$ cat config.mk
export PLATFORM = sky130hd
export DESIGN_NAME = tbcp_parser
export DESIGN_NICKNAME = d
export VERILOG_FILES = /design/src/hw/tbcp_pkg.sv /design/src/hw/tbcp_fifo2.sv /design/src/hw/tbcp_parser.sv
export SDC_FILE = /design/constraint.sdc
export NUM_CORES = 1
export LEC_CHECK = 0
export ABC_AREA = 1
export ABC_CLOCK_PERIOD_IN_PS = 15500
export BUFFER_PORTS_ARGS = -buffer_cell sky130_fd_sc_hd__buf_2
export CORE_MARGIN = 3
export CORE_UTILIZATION = 45
export DETAILED_ROUTE_END_ITERATION = 12
export GPL_TIMING_DRIVEN = 0
export HOLD_SLACK_MARGIN = 0.08
export SLEW_MARGIN = 25
export SYNTH_ARGS = -nofsm -noshare
export SYNTH_HDL_FRONTEND = slang
export SYNTH_SLANG_ARGS = --single-unit
$ cat constraint.sdc
create_clock -name CLK -period 15.5 [get_ports CLK]
set_input_delay 1.55 -clock CLK [delete_from_list [all_inputs] [get_ports CLK]]
set_output_delay 1.55 -clock CLK [all_outputs]
set_load 0.02 [all_outputs]
$ cat src/hw/tbcp_pkg.sv
// Purpose: Shared constants and types of the transmit command parser
// Assumes: One core clock, words written in host order
// Notes: Field positions of command words A and B
package tbcp_pkg;
    localparam int A_IOC = 31;
    localparam int A_ALIGN_HI = 25;
    localparam int A_ALIGN_LO = 24;
    localparam int A_OFF_HI = 20;
    localparam int A_OFF_LO = 16;
    localparam int A_FIRST = 13;
    localparam int A_LAST = 12;
    localparam int SIZE_HI = 10;
    localparam int B_TAG_HI = 31;
    localparam int B_TAG_LO = 16;
    localparam int CNT_W = 10;
    localparam logic [1:0] ALIGN_4 = 2'h0;
    localparam logic [1:0] ALIGN_16 = 2'h1;
    localparam logic [1:0] ALIGN_32 = 2'h2;
    localparam logic [1:0] ALIGN_RSV = 2'h3;
    localparam logic [CNT_W-1:0] WORDS_4 = 10'h001;
    localparam logic [CNT_W-1:0] WORDS_16 = 10'h004;
    localparam logic [CNT_W-1:0] WORDS_32 = 10'h008;
    localparam logic [3:0] BE_NONE = 4'h0;

    typedef enum logic [1:0] {
        TBCP_CMD_A = 2'b00,
        TBCP_CMD_B = 2'b01,
        TBCP_DATA = 2'b10
    } tbcp_state_t;

    // One word towards the data FIFO with its valid byte lanes
    typedef struct packed {
        logic [31:0] data;
        logic [3:0] be;
        logic last;
    } tbcp_word_t;
endpackage : tbcp_pkg

$ cat src/hw/tbcp_fifo2.sv
// Purpose: Two-entry buffer between parser and transmit data FIFO
// Assumes: Same clock on both sides
// Notes: Read data come from a register
`timescale 1ns/1ns
`default_nettype none
module tbcp_fifo2 (
    input wire logic clk,
    input wire logic rst,
    input wire logic in_valid,
    output logic in_ready,
    input wire tbcp_pkg::tbcp_word_t in_word,
    output logic out_valid,
    input wire logic out_ready,
    output tbcp_pkg::tbcp_word_t out_word
);
    tbcp_pkg::tbcp_word_t mem_r [2];
    logic wp_r;
    logic rp_r;
    logic [1:0] cnt_r;
    wire push = in_valid && in_ready;
    wire pop = out_valid && out_ready;

    // Honest full and empty from the occupancy count
    assign in_ready = (cnt_r != 2'h2);
    assign out_valid = (cnt_r != 2'h0);
    assign out_word = mem_r[rp_r];

    // Storage and pointers
    always_ff @(posedge clk) begin
        if (rst) begin
            wp_r <= 1'b0;
            rp_r <= 1'b0;
            cnt_r <= 2'h0;
        end else begin
            if (push) begin
                mem_r[wp_r] <= in_word;
                wp_r <= ~wp_r;
            end
            if (pop) begin
                rp_r <= ~rp_r;
            end
            cnt_r <= cnt_r + {1'b0, push} - {1'b0, pop};
        end
    end
endmodule : tbcp_fifo2
`default_nettype wire

$ cat src/hw/tbcp_parser.sv
// Purpose: Transmit buffer command parser in front of the data FIFO
// Assumes: Host words arrive on the core clock with valid/ready
// Notes: Summary of operation follows
// Summary of operation
// - Each buffer: word A, word B, payload
// - Differing word B within packet flags error
// - Word B tag goes to status unchanged
// - Completion bit raises buffer loaded flag
// - Bits 25:24 select 4/16/32 byte end
// - Padding words are dropped
// - Start offset skips leading bytes
// - Bit 13 opens a new packet
// - Bit 12 closes current packet
// - Commands, offset, padding never stored
// - Summed sizes must match packet length
// - Offset low bits pick first lane
`timescale 1ns/1ns
`default_nettype none
module tbcp_parser (
    input wire logic CLK,
    input wire logic RST,
    input wire logic IN_VALID,
    output logic IN_READY,
    input wire logic [31:0] IN_DATA,
    output logic OUT_VALID,
    input wire logic OUT_READY,
    output tbcp_pkg::tbcp_word_t OUT_WORD,
    output logic TRANSMIT_ERROR_FLAG,
    input wire logic ERR_CLR,
    output logic BUFFER_LOADED_FLAG,
    output logic STAT_VALID,
    output logic [15:0] STAT_TAG
);
    localparam int CW = tbcp_pkg::CNT_W;

    // Valid byte lanes of data word w for bytes in [off, off+size)
    function automatic logic [3:0] lane_mask(input logic [CW-1:0] w,
        input logic [4:0] off, input logic [10:0] size);
        logic [11:0] pos;
        logic [11:0] hi;
        logic [3:0] m;
        hi = {7'h00, off} + {1'b0, size};
        m = tbcp_pkg::BE_NONE;
        for (int j = 0; j < 4; j++) begin
            pos = {w, 2'b00} + 12'(j);
            m[j] = (pos >= {7'h00, off}) && (pos < hi);
        end
        return m;
    endfunction : lane_mask

    tbcp_pkg::tbcp_state_t state_r, state_nxt;
    logic [31:0] a_r;
    logic [31:0] b_r;
    logic in_pkt_r;
    logic [11:0] sum_r;
    logic [CW-1:0] wcnt_r;
    logic [CW-1:0] dwords_r;
    logic [CW-1:0] twords_r;
    logic err_r;
    logic loaded_r;
    logic stat_valid_r;
    logic [15:0] stat_tag_r;
    logic f_in_ready;

    // Fields of the held command word A
    wire [4:0] off = a_r[tbcp_pkg::A_OFF_HI:tbcp_pkg::A_OFF_LO];
    wire [10:0] size = a_r[tbcp_pkg::SIZE_HI:0];
    wire [1:0] align = a_r[tbcp_pkg::A_ALIGN_HI:tbcp_pkg::A_ALIGN_LO];
    wire fs = a_r[tbcp_pkg::A_FIRST];
    wire ls = a_r[tbcp_pkg::A_LAST];
    wire ioc = a_r[tbcp_pkg::A_IOC];

    // Data words and padded words of the buffer
    wire [CW-1:0] span = CW'(({7'h00, off} + {1'b0, size} + 12'h003) >> 2);
    wire [CW-1:0] aw = (align == tbcp_pkg::ALIGN_16) ? tbcp_pkg::WORDS_16 :
                       (align == tbcp_pkg::ALIGN_32) ? tbcp_pkg::WORDS_32 :
                       tbcp_pkg::WORDS_4;
    wire [CW-1:0] padded = (span + aw - CW'(1)) & ~(aw - CW'(1));

    // Handshake and word selection
    wire [3:0] be = lane_mask(wcnt_r, off, size);
    wire keep = (be != tbcp_pkg::BE_NONE);
    wire in_data = (state_r == tbcp_pkg::TBCP_DATA);
    assign IN_READY = !in_data || !keep || f_in_ready;
    wire acc = IN_VALID && IN_READY;
    wire acc_a = acc && (state_r == tbcp_pkg::TBCP_CMD_A);
    wire acc_b = acc && (state_r == tbcp_pkg::TBCP_CMD_B);
    wire acc_d = acc && in_data;
    wire push = acc_d && keep;
    wire last_word = (wcnt_r == twords_r - CW'(1));
    wire buf_end = (acc_d && last_word) || (acc_b && padded == '0);
    wire [11:0] sum_nxt = (fs ? 12'h000 : sum_r) + {1'b0, size};

    // Error causes seen when word B is taken
    wire b_diff = acc_b && !fs && (IN_DATA != b_r);
    wire len_bad = acc_b && ls &&
        (sum_nxt != {1'b0, IN_DATA[tbcp_pkg::SIZE_HI:0]});
    wire rsv_align = acc_b && (align == tbcp_pkg::ALIGN_RSV);
    wire orphan = acc_b && !fs && !in_pkt_r;
    wire err_set = b_diff || len_bad || rsv_align || orphan;
    wire [15:0] tag_src = acc_b ?
        IN_DATA[tbcp_pkg::B_TAG_HI:tbcp_pkg::B_TAG_LO] :
        b_r[tbcp_pkg::B_TAG_HI:tbcp_pkg::B_TAG_LO];

    tbcp_pkg::tbcp_word_t w_in;
    assign w_in.data = IN_DATA;
    assign w_in.be = be;
    assign w_in.last = ls && (wcnt_r == span - CW'(1));

    // Next state: A, then B, then data and padding words
    always_comb begin
        state_nxt = state_r;
        unique case (state_r)
            tbcp_pkg::TBCP_CMD_A: begin
                if (acc) state_nxt = tbcp_pkg::TBCP_CMD_B;
            end
            tbcp_pkg::TBCP_CMD_B: begin
                if (acc) state_nxt = (padded == '0) ? tbcp_pkg::TBCP_CMD_A
                                                    : tbcp_pkg::TBCP_DATA;
            end
            tbcp_pkg::TBCP_DATA: begin
                if (acc && last_word) state_nxt = tbcp_pkg::TBCP_CMD_A;
            end
            default: state_nxt = tbcp_pkg::TBCP_CMD_A;
        endcase
    end

    // Command capture and word counting
    always_ff @(posedge CLK) begin
        if (RST) begin
            state_r <= tbcp_pkg::TBCP_CMD_A;
            a_r <= 32'h0000_0000;
            b_r <= 32'h0000_0000;
            wcnt_r <= '0;
            dwords_r <= '0;
            twords_r <= '0;
        end else begin
            state_r <= state_nxt;
            if (acc_a) a_r <= IN_DATA;
            if (acc_b) begin
                b_r <= IN_DATA;
                wcnt_r <= '0;
                dwords_r <= span;
                twords_r <= padded;
            end else if (acc_d) begin
                wcnt_r <= wcnt_r + CW'(1);
            end
        end
    end

    // Packet tracking and size accumulation
    always_ff @(posedge CLK) begin
        if (RST) begin
            in_pkt_r <= 1'b0;
            sum_r <= 12'h000;
        end else if (acc_b) begin
            sum_r <= sum_nxt;
            in_pkt_r <= !ls && (fs || in_pkt_r);
        end
    end

    // Sticky error, set wins over clear
    always_ff @(posedge CLK) begin
        if (RST) err_r <= 1'b0;
        else err_r <= err_set || (err_r && !ERR_CLR);
    end

    // Completion pulses and packet status
    always_ff @(posedge CLK) begin
        if (RST) begin
            loaded_r <= 1'b0;
            stat_valid_r <= 1'b0;
            stat_tag_r <= 16'h0000;
        end else begin
            loaded_r <= buf_end && ioc;
            stat_valid_r <= buf_end && ls;
            if (buf_end && ls) stat_tag_r <= tag_src;
        end
    end

    assign TRANSMIT_ERROR_FLAG = err_r;
    assign BUFFER_LOADED_FLAG = loaded_r;
    assign STAT_VALID = stat_valid_r;
    assign STAT_TAG = stat_tag_r;

    // Two-entry buffer absorbs a stall of the data FIFO
    tbcp_fifo2 u_buf (
        .clk(CLK),
        .rst(RST),
        .in_valid(push),
        .in_ready(f_in_ready),
        .in_word(w_in),
        .out_valid(OUT_VALID),
        .out_ready(OUT_READY),
        .out_word(OUT_WORD)
    );
endmodule : tbcp_parser
`default_nettype wire

==> impl.org <==
** Synthesis
- Share of async-settable or async-resettable flops after synthesis :: 0
- Summing every instance area after synthesis gives 10,200 µm².
- Number of warning messages in the yosys log :: 0
- After technology mapping, the gate count stands at around 1,200.
- Post-synth EDFFs :: 74
- In this run the mean area of a mapped cell was ~8.5 µm².
- The share of synthesized area in the top cell type comes to 0.221.
- The number of different library cells used by synthesis comes to 52.
- Of all cell types, the one taking the most synthesized area is dfxtp_1.
- Share of synthesized area occupied by flip-flops and latches :: 0.439
- By area the synthesized netlist is led by dfxtp_1 (22%), edfxtp_1 (22%), nand2_1 (7.4%).
- Synthesis-stage register bit count :: between 150 and 200
- Total nets after synthesis :: 1,279
- Main synth FF type :: dfxtp_1

** Power
- The internal power of the cells totals roughly 930 µW.
- Share of power burned in the clock network :: 0.359
- Cell leakage power :: 0.00510 µW
- Power spread over the standard cell area amounts to roughly 120 nW/µm².
- IR analysis of the VDD net gives a maximum drop of 0.0583 mV.
- For this design the total switching power over the nets is 434 µW.
- Of the total power, the share spent switching nets is 0.319.
- Sequential share of power :: 0.398
- Of the total power, combinational logic draws 0.243.

** Setup path
- Startpoint of the most critical setup path :: a_r[4]$_SDFFE_PP0P_
- Walking the worst path, the cells encountered are ha_1, nand2_1, nor2_1, nand2_1, nand3_1, nand2_1, nor4_1, inv_1, ha_1, nand2_1, nor2_2, a21oi_2, nand3_1, nor2_1, nor2_2, nand2_2, nand2_2, buf_2.
- Category of cells accounting for the largest share of critical-path delay :: simple AND/OR/NAND/NOR gates
- Counting both buffers and inverters, the worst setup path holds a total of 2.
- STA classifies the critical path endpoint as an output port.
- Cell depth of the worst setup path :: 18
- Startpoint type of the worst setup path :: register
- On the worst path, the slowest cell contributes a delay of 0.51 ns.
- Worst setup path category :: reg -> out
- The most critical setup path has its endpoint at IN_READY.
- STA puts the critical path data required time at approximately 14 ns.
- Worst path arrival time :: 4.02 ns
- In this run the critical register-to-register path is launched from a_r[4]$_SDFFE_PP0P_.
- In this run the critical register-to-register path is captured at u_buf.mem_r[1][0]$_DFFE_PP_.
- Slowest library cell on the worst path :: nor4_1
- Of all nets on the critical path, the largest fanout is 6.
- The worst register-to-register path has a depth of 24.
- Most repeated library cell on the critical path :: nand2_1
- The setup check on the worst reg-to-reg path leaves a slack of 10.52 ns.

** Clocking
- Buffers inserted to repair hold after CTS numbered 0.
- TritonCTS Sinks :: 186
- Maximum clock insertion buffer count :: 2
- The cell sitting at the root of the clock tree is a clkbuf_16.
- Clock tree from TritonCTS :: built
- The clock reaches the later pin of the worst-skew pair after 0.44 ns.
- Buffers inserted during clock tree synthesis total 17.
- After clock tree synthesis, the clock-pin slew on the worst setup and hold paths is 0.07 ns.
- CTS built an H-tree with a depth of 4.
- The number of setup buffers added after CTS is 0.
- Number of cells upsized or downsized after cts :: 0

** Floorplanning
- DIE AREA :: 24,400 µm²
- Initial core utilization :: 0.461
- Number of placed I/O pins :: 95
- Floorplan row count :: 54
- In this run the standard cell core region covers 22,000 µm².
- Measured along the x axis, the die boundary spans about 160 µm.
- The die is 156 µm tall.

** Drt
- Dividing the detail-routed via count by the number of cells gives 5.33.
- The detail route stage leaves a number of antenna-violating nets equal to 0.
- Before antenna repair, the detailed router went through 5 iterations.
- For this block, the routed nets add up to 27,700 µm of wire.
- Via count :: 8,541
- For this block, the initial DRC count from the detailed router was approximately 660.
- After detailed routing, the number of remaining DRC violations is 0.
- Routed length per placed instance :: 17.3 µm

** Global route
- Across every metal layer, demand over resource in global routing totals 0.227.
- After global routing the overflow that remains totals 0.
- The first global-routing pass estimated 43,000 µm of wire.
- Number of global-route vias before repair :: approximately 8,000
- Antenna violations before repair :: 0
- Entering global routing, the biggest net connects 19 pins.

** Placement
- Pre-CTS setup slack :: 10.45 ns
- Placed Cells :: 1,571
- Detail Placement HPWL :: 21,400 µm
- At the end of routability-driven placement, the weighted congestion stood at around 0.86.
- Input/output buffers :: 94
- Placed Area :: about 11,000 µm²

** Timing
- After routing, the total negative slack on setup checks comes to 0 ns.
- For the pin with the worst max-slew slack, the measured transition is 0.834 ns.
- Post-route minimum period :: roughly 5.6 ns
- Unrepaired setup endpoints after global routing :: false
- Dividing the final minimum period by the clock period gives 0.359.
- Worst Slack Setup Final :: 9.93 ns
- Endpoints failing setup :: 0
- The count of final max-slew check failures came to 0.
- Final hold vios :: 0
- Highest Clock Rate :: 180 MHz
- For the final database, setup skew stands at 0.00904 ns.
- Slew headroom :: 0.444

** Cells and area
- Area overhead of the layout relative to synthesis :: 15.5%
- Share of cells above drive strength 1 :: 0.172
- # nets final :: 1,397
- The finished cells cover roughly 12,000 µm².
- After filler insertion, the fill cell instance count of the layout stands at 2,084.
- Measured on the finished design, the core utilization comes to 0.533.
- Non-filler cells, final :: 1,603
- Number of antenna cells inserted :: 0

** Hold path
- Worst min-delay path class :: reg -> reg

** Flow run
- Max-cap violations in this run came to 0.

** Outcome
- Result of the run :: complete, no violations
## layout by cell type (no fill, tap or decap), types with 6 or more instances in the layout
cell type	count
o21ai_1	11
nor2_2	8
nand3_1	70
edfxtp_1	74
nand4_1	14
o211ai_1	6
o21ai_0	58
mux2i_1	6
nor4_1	9
clkbuf_1	31
nand2_1	200
ha_1	47
inv_1	132
nor3_1	14
xnor2_1	20
nand3_2	9
or2_2	10
o22ai_1	8
xor2_1	53
buf_6	8
nor2_1	87
mux2_2	37
a21oi_1	111
buf_2	96
nand2_2	12
dfxtp_1	112
clkbuf_16	17
## worst min-delay path by stage
stage / start / end / slack [ns] / depth (start not counted)
4_1_cts: u_buf.cnt_r[1]$_SDFF_PP0_ / u_buf.cnt_r[1]$_SDFF_PP0_ / 0.46 / 1
6_report: u_buf.rp_r$_SDFFE_PP0P_ / u_buf.rp_r$_SDFFE_PP0P_ / 0.46 / 1
3_3_place_gp: u_buf.rp_r$_SDFFE_PP0P_ / u_buf.rp_r$_SDFFE_PP0P_ / 0.44 / 1
3_5_place_dp: u_buf.cnt_r[1]$_SDFF_PP0_ / u_buf.cnt_r[1]$_SDFF_PP0_ / 0.45 / 1
2_1_floorplan: u_buf.cnt_r[1]$_SDFF_PP0_ / u_buf.cnt_r[1]$_SDFF_PP0_ / 0.42 / 1
5_1_grt: u_buf.rp_r$_SDFFE_PP0P_ / register / 0.46 / 1
## per-layer routing
metal	vias to the layer above	routed length, µm	GRT usage
li1	4244	-	-
met1	4027	13100	0.318
met2	233	12200	0.354
met3	37	1660	0.0454
met4	0	705	0.0721
met5	-	0	0
## power groups by stage
stage | combinational [µW] | sequential [µW] | clock (µW)
global route | 371 | 543 | 510
detailed placement | 331 | 552 | 0
finish | 330 | 541 | 489
floorplan | 240 | 549 | 0
global placement | 327 | 552 | 0
CTS | 333 | 541 | 491
## sequential cells by signal, summed over array words and instances (netlist names), 2 cells and up, named ones only
signal and flops:
sum_r 12, u_buf.cnt_r 2, u_buf.mem_r 74, a_r 21, STAT_TAG 16, state_r 2, twords_r 10, b_r 32
wcnt_r 10
## cells by family (layout without fill, tap and decap cells)
kind of cell,Yosys count,in the layout,share of synthesized area
flip-flops,186,186,0.439
multiplexers,43,43,0.0469
XOR/XNOR,73,73,0.0629
AND/OR/NAND/NOR,444,444,0.198
adder cells (fa/ha/maj),50,50,0.0638
buffers and inverters,177,308,0.0709
AO/OA/AOI/OAI,219,219,0.118
## layout make-up
| class | count | area, µm² | share of cell area |
|---|---|---|---|
| Clock inverter | 15 | 229 | 0.0195 |
| Tap cell | 280 | 350 | 0.0299 |
| Timing Repair Buffer | 99 | 554 | 0.0472 |
| Inverter | 136 | 512 | 0.0436 |
| Clock buffer | 17 | 425 | 0.0363 |
| Buffer | 41 | 209 | 0.0178 |
| Sequential cell | 186 | 4460 | 0.380 |
| Multi-Input combinational cell | 829 | 4990 | 0.425 |
## worst register-to-register path, delay by kind of cell (launching register included)
kind            cells  cell delay, ns
fa+ha+maj           2            0.76
simple gates       17            2.65
buf+inv             4            0.79
flops               1            0.33
compound gates      1            0.15
## per-stage QoR
step	hold slack (ns)	total power [µW]
after floorplan	0.422	788
after global routing	0.462	1420
after detailed placement	0.445	883
after global placement	0.436	879
final	0.456	1360
after CTS	0.457	1370
## cell usage after synthesis (all sizes together), types with 3 or more instances
master and instances:
a211oi 5, a21oi 113, buf 10, clkbuf 31, dfxtp 112, edfxtp 74
fa 3, ha 47, inv 134, mux2 37, mux2i 6, nand2 214
nand3 79, nand4 15, nor2 97, nor3 15, nor4 9, o211ai 6
o21ai 69, o21bai 5, o22ai 8, or2 11, xnor2 20, xor2 53
Note: power is estimated with default switching activity, not from simulation.
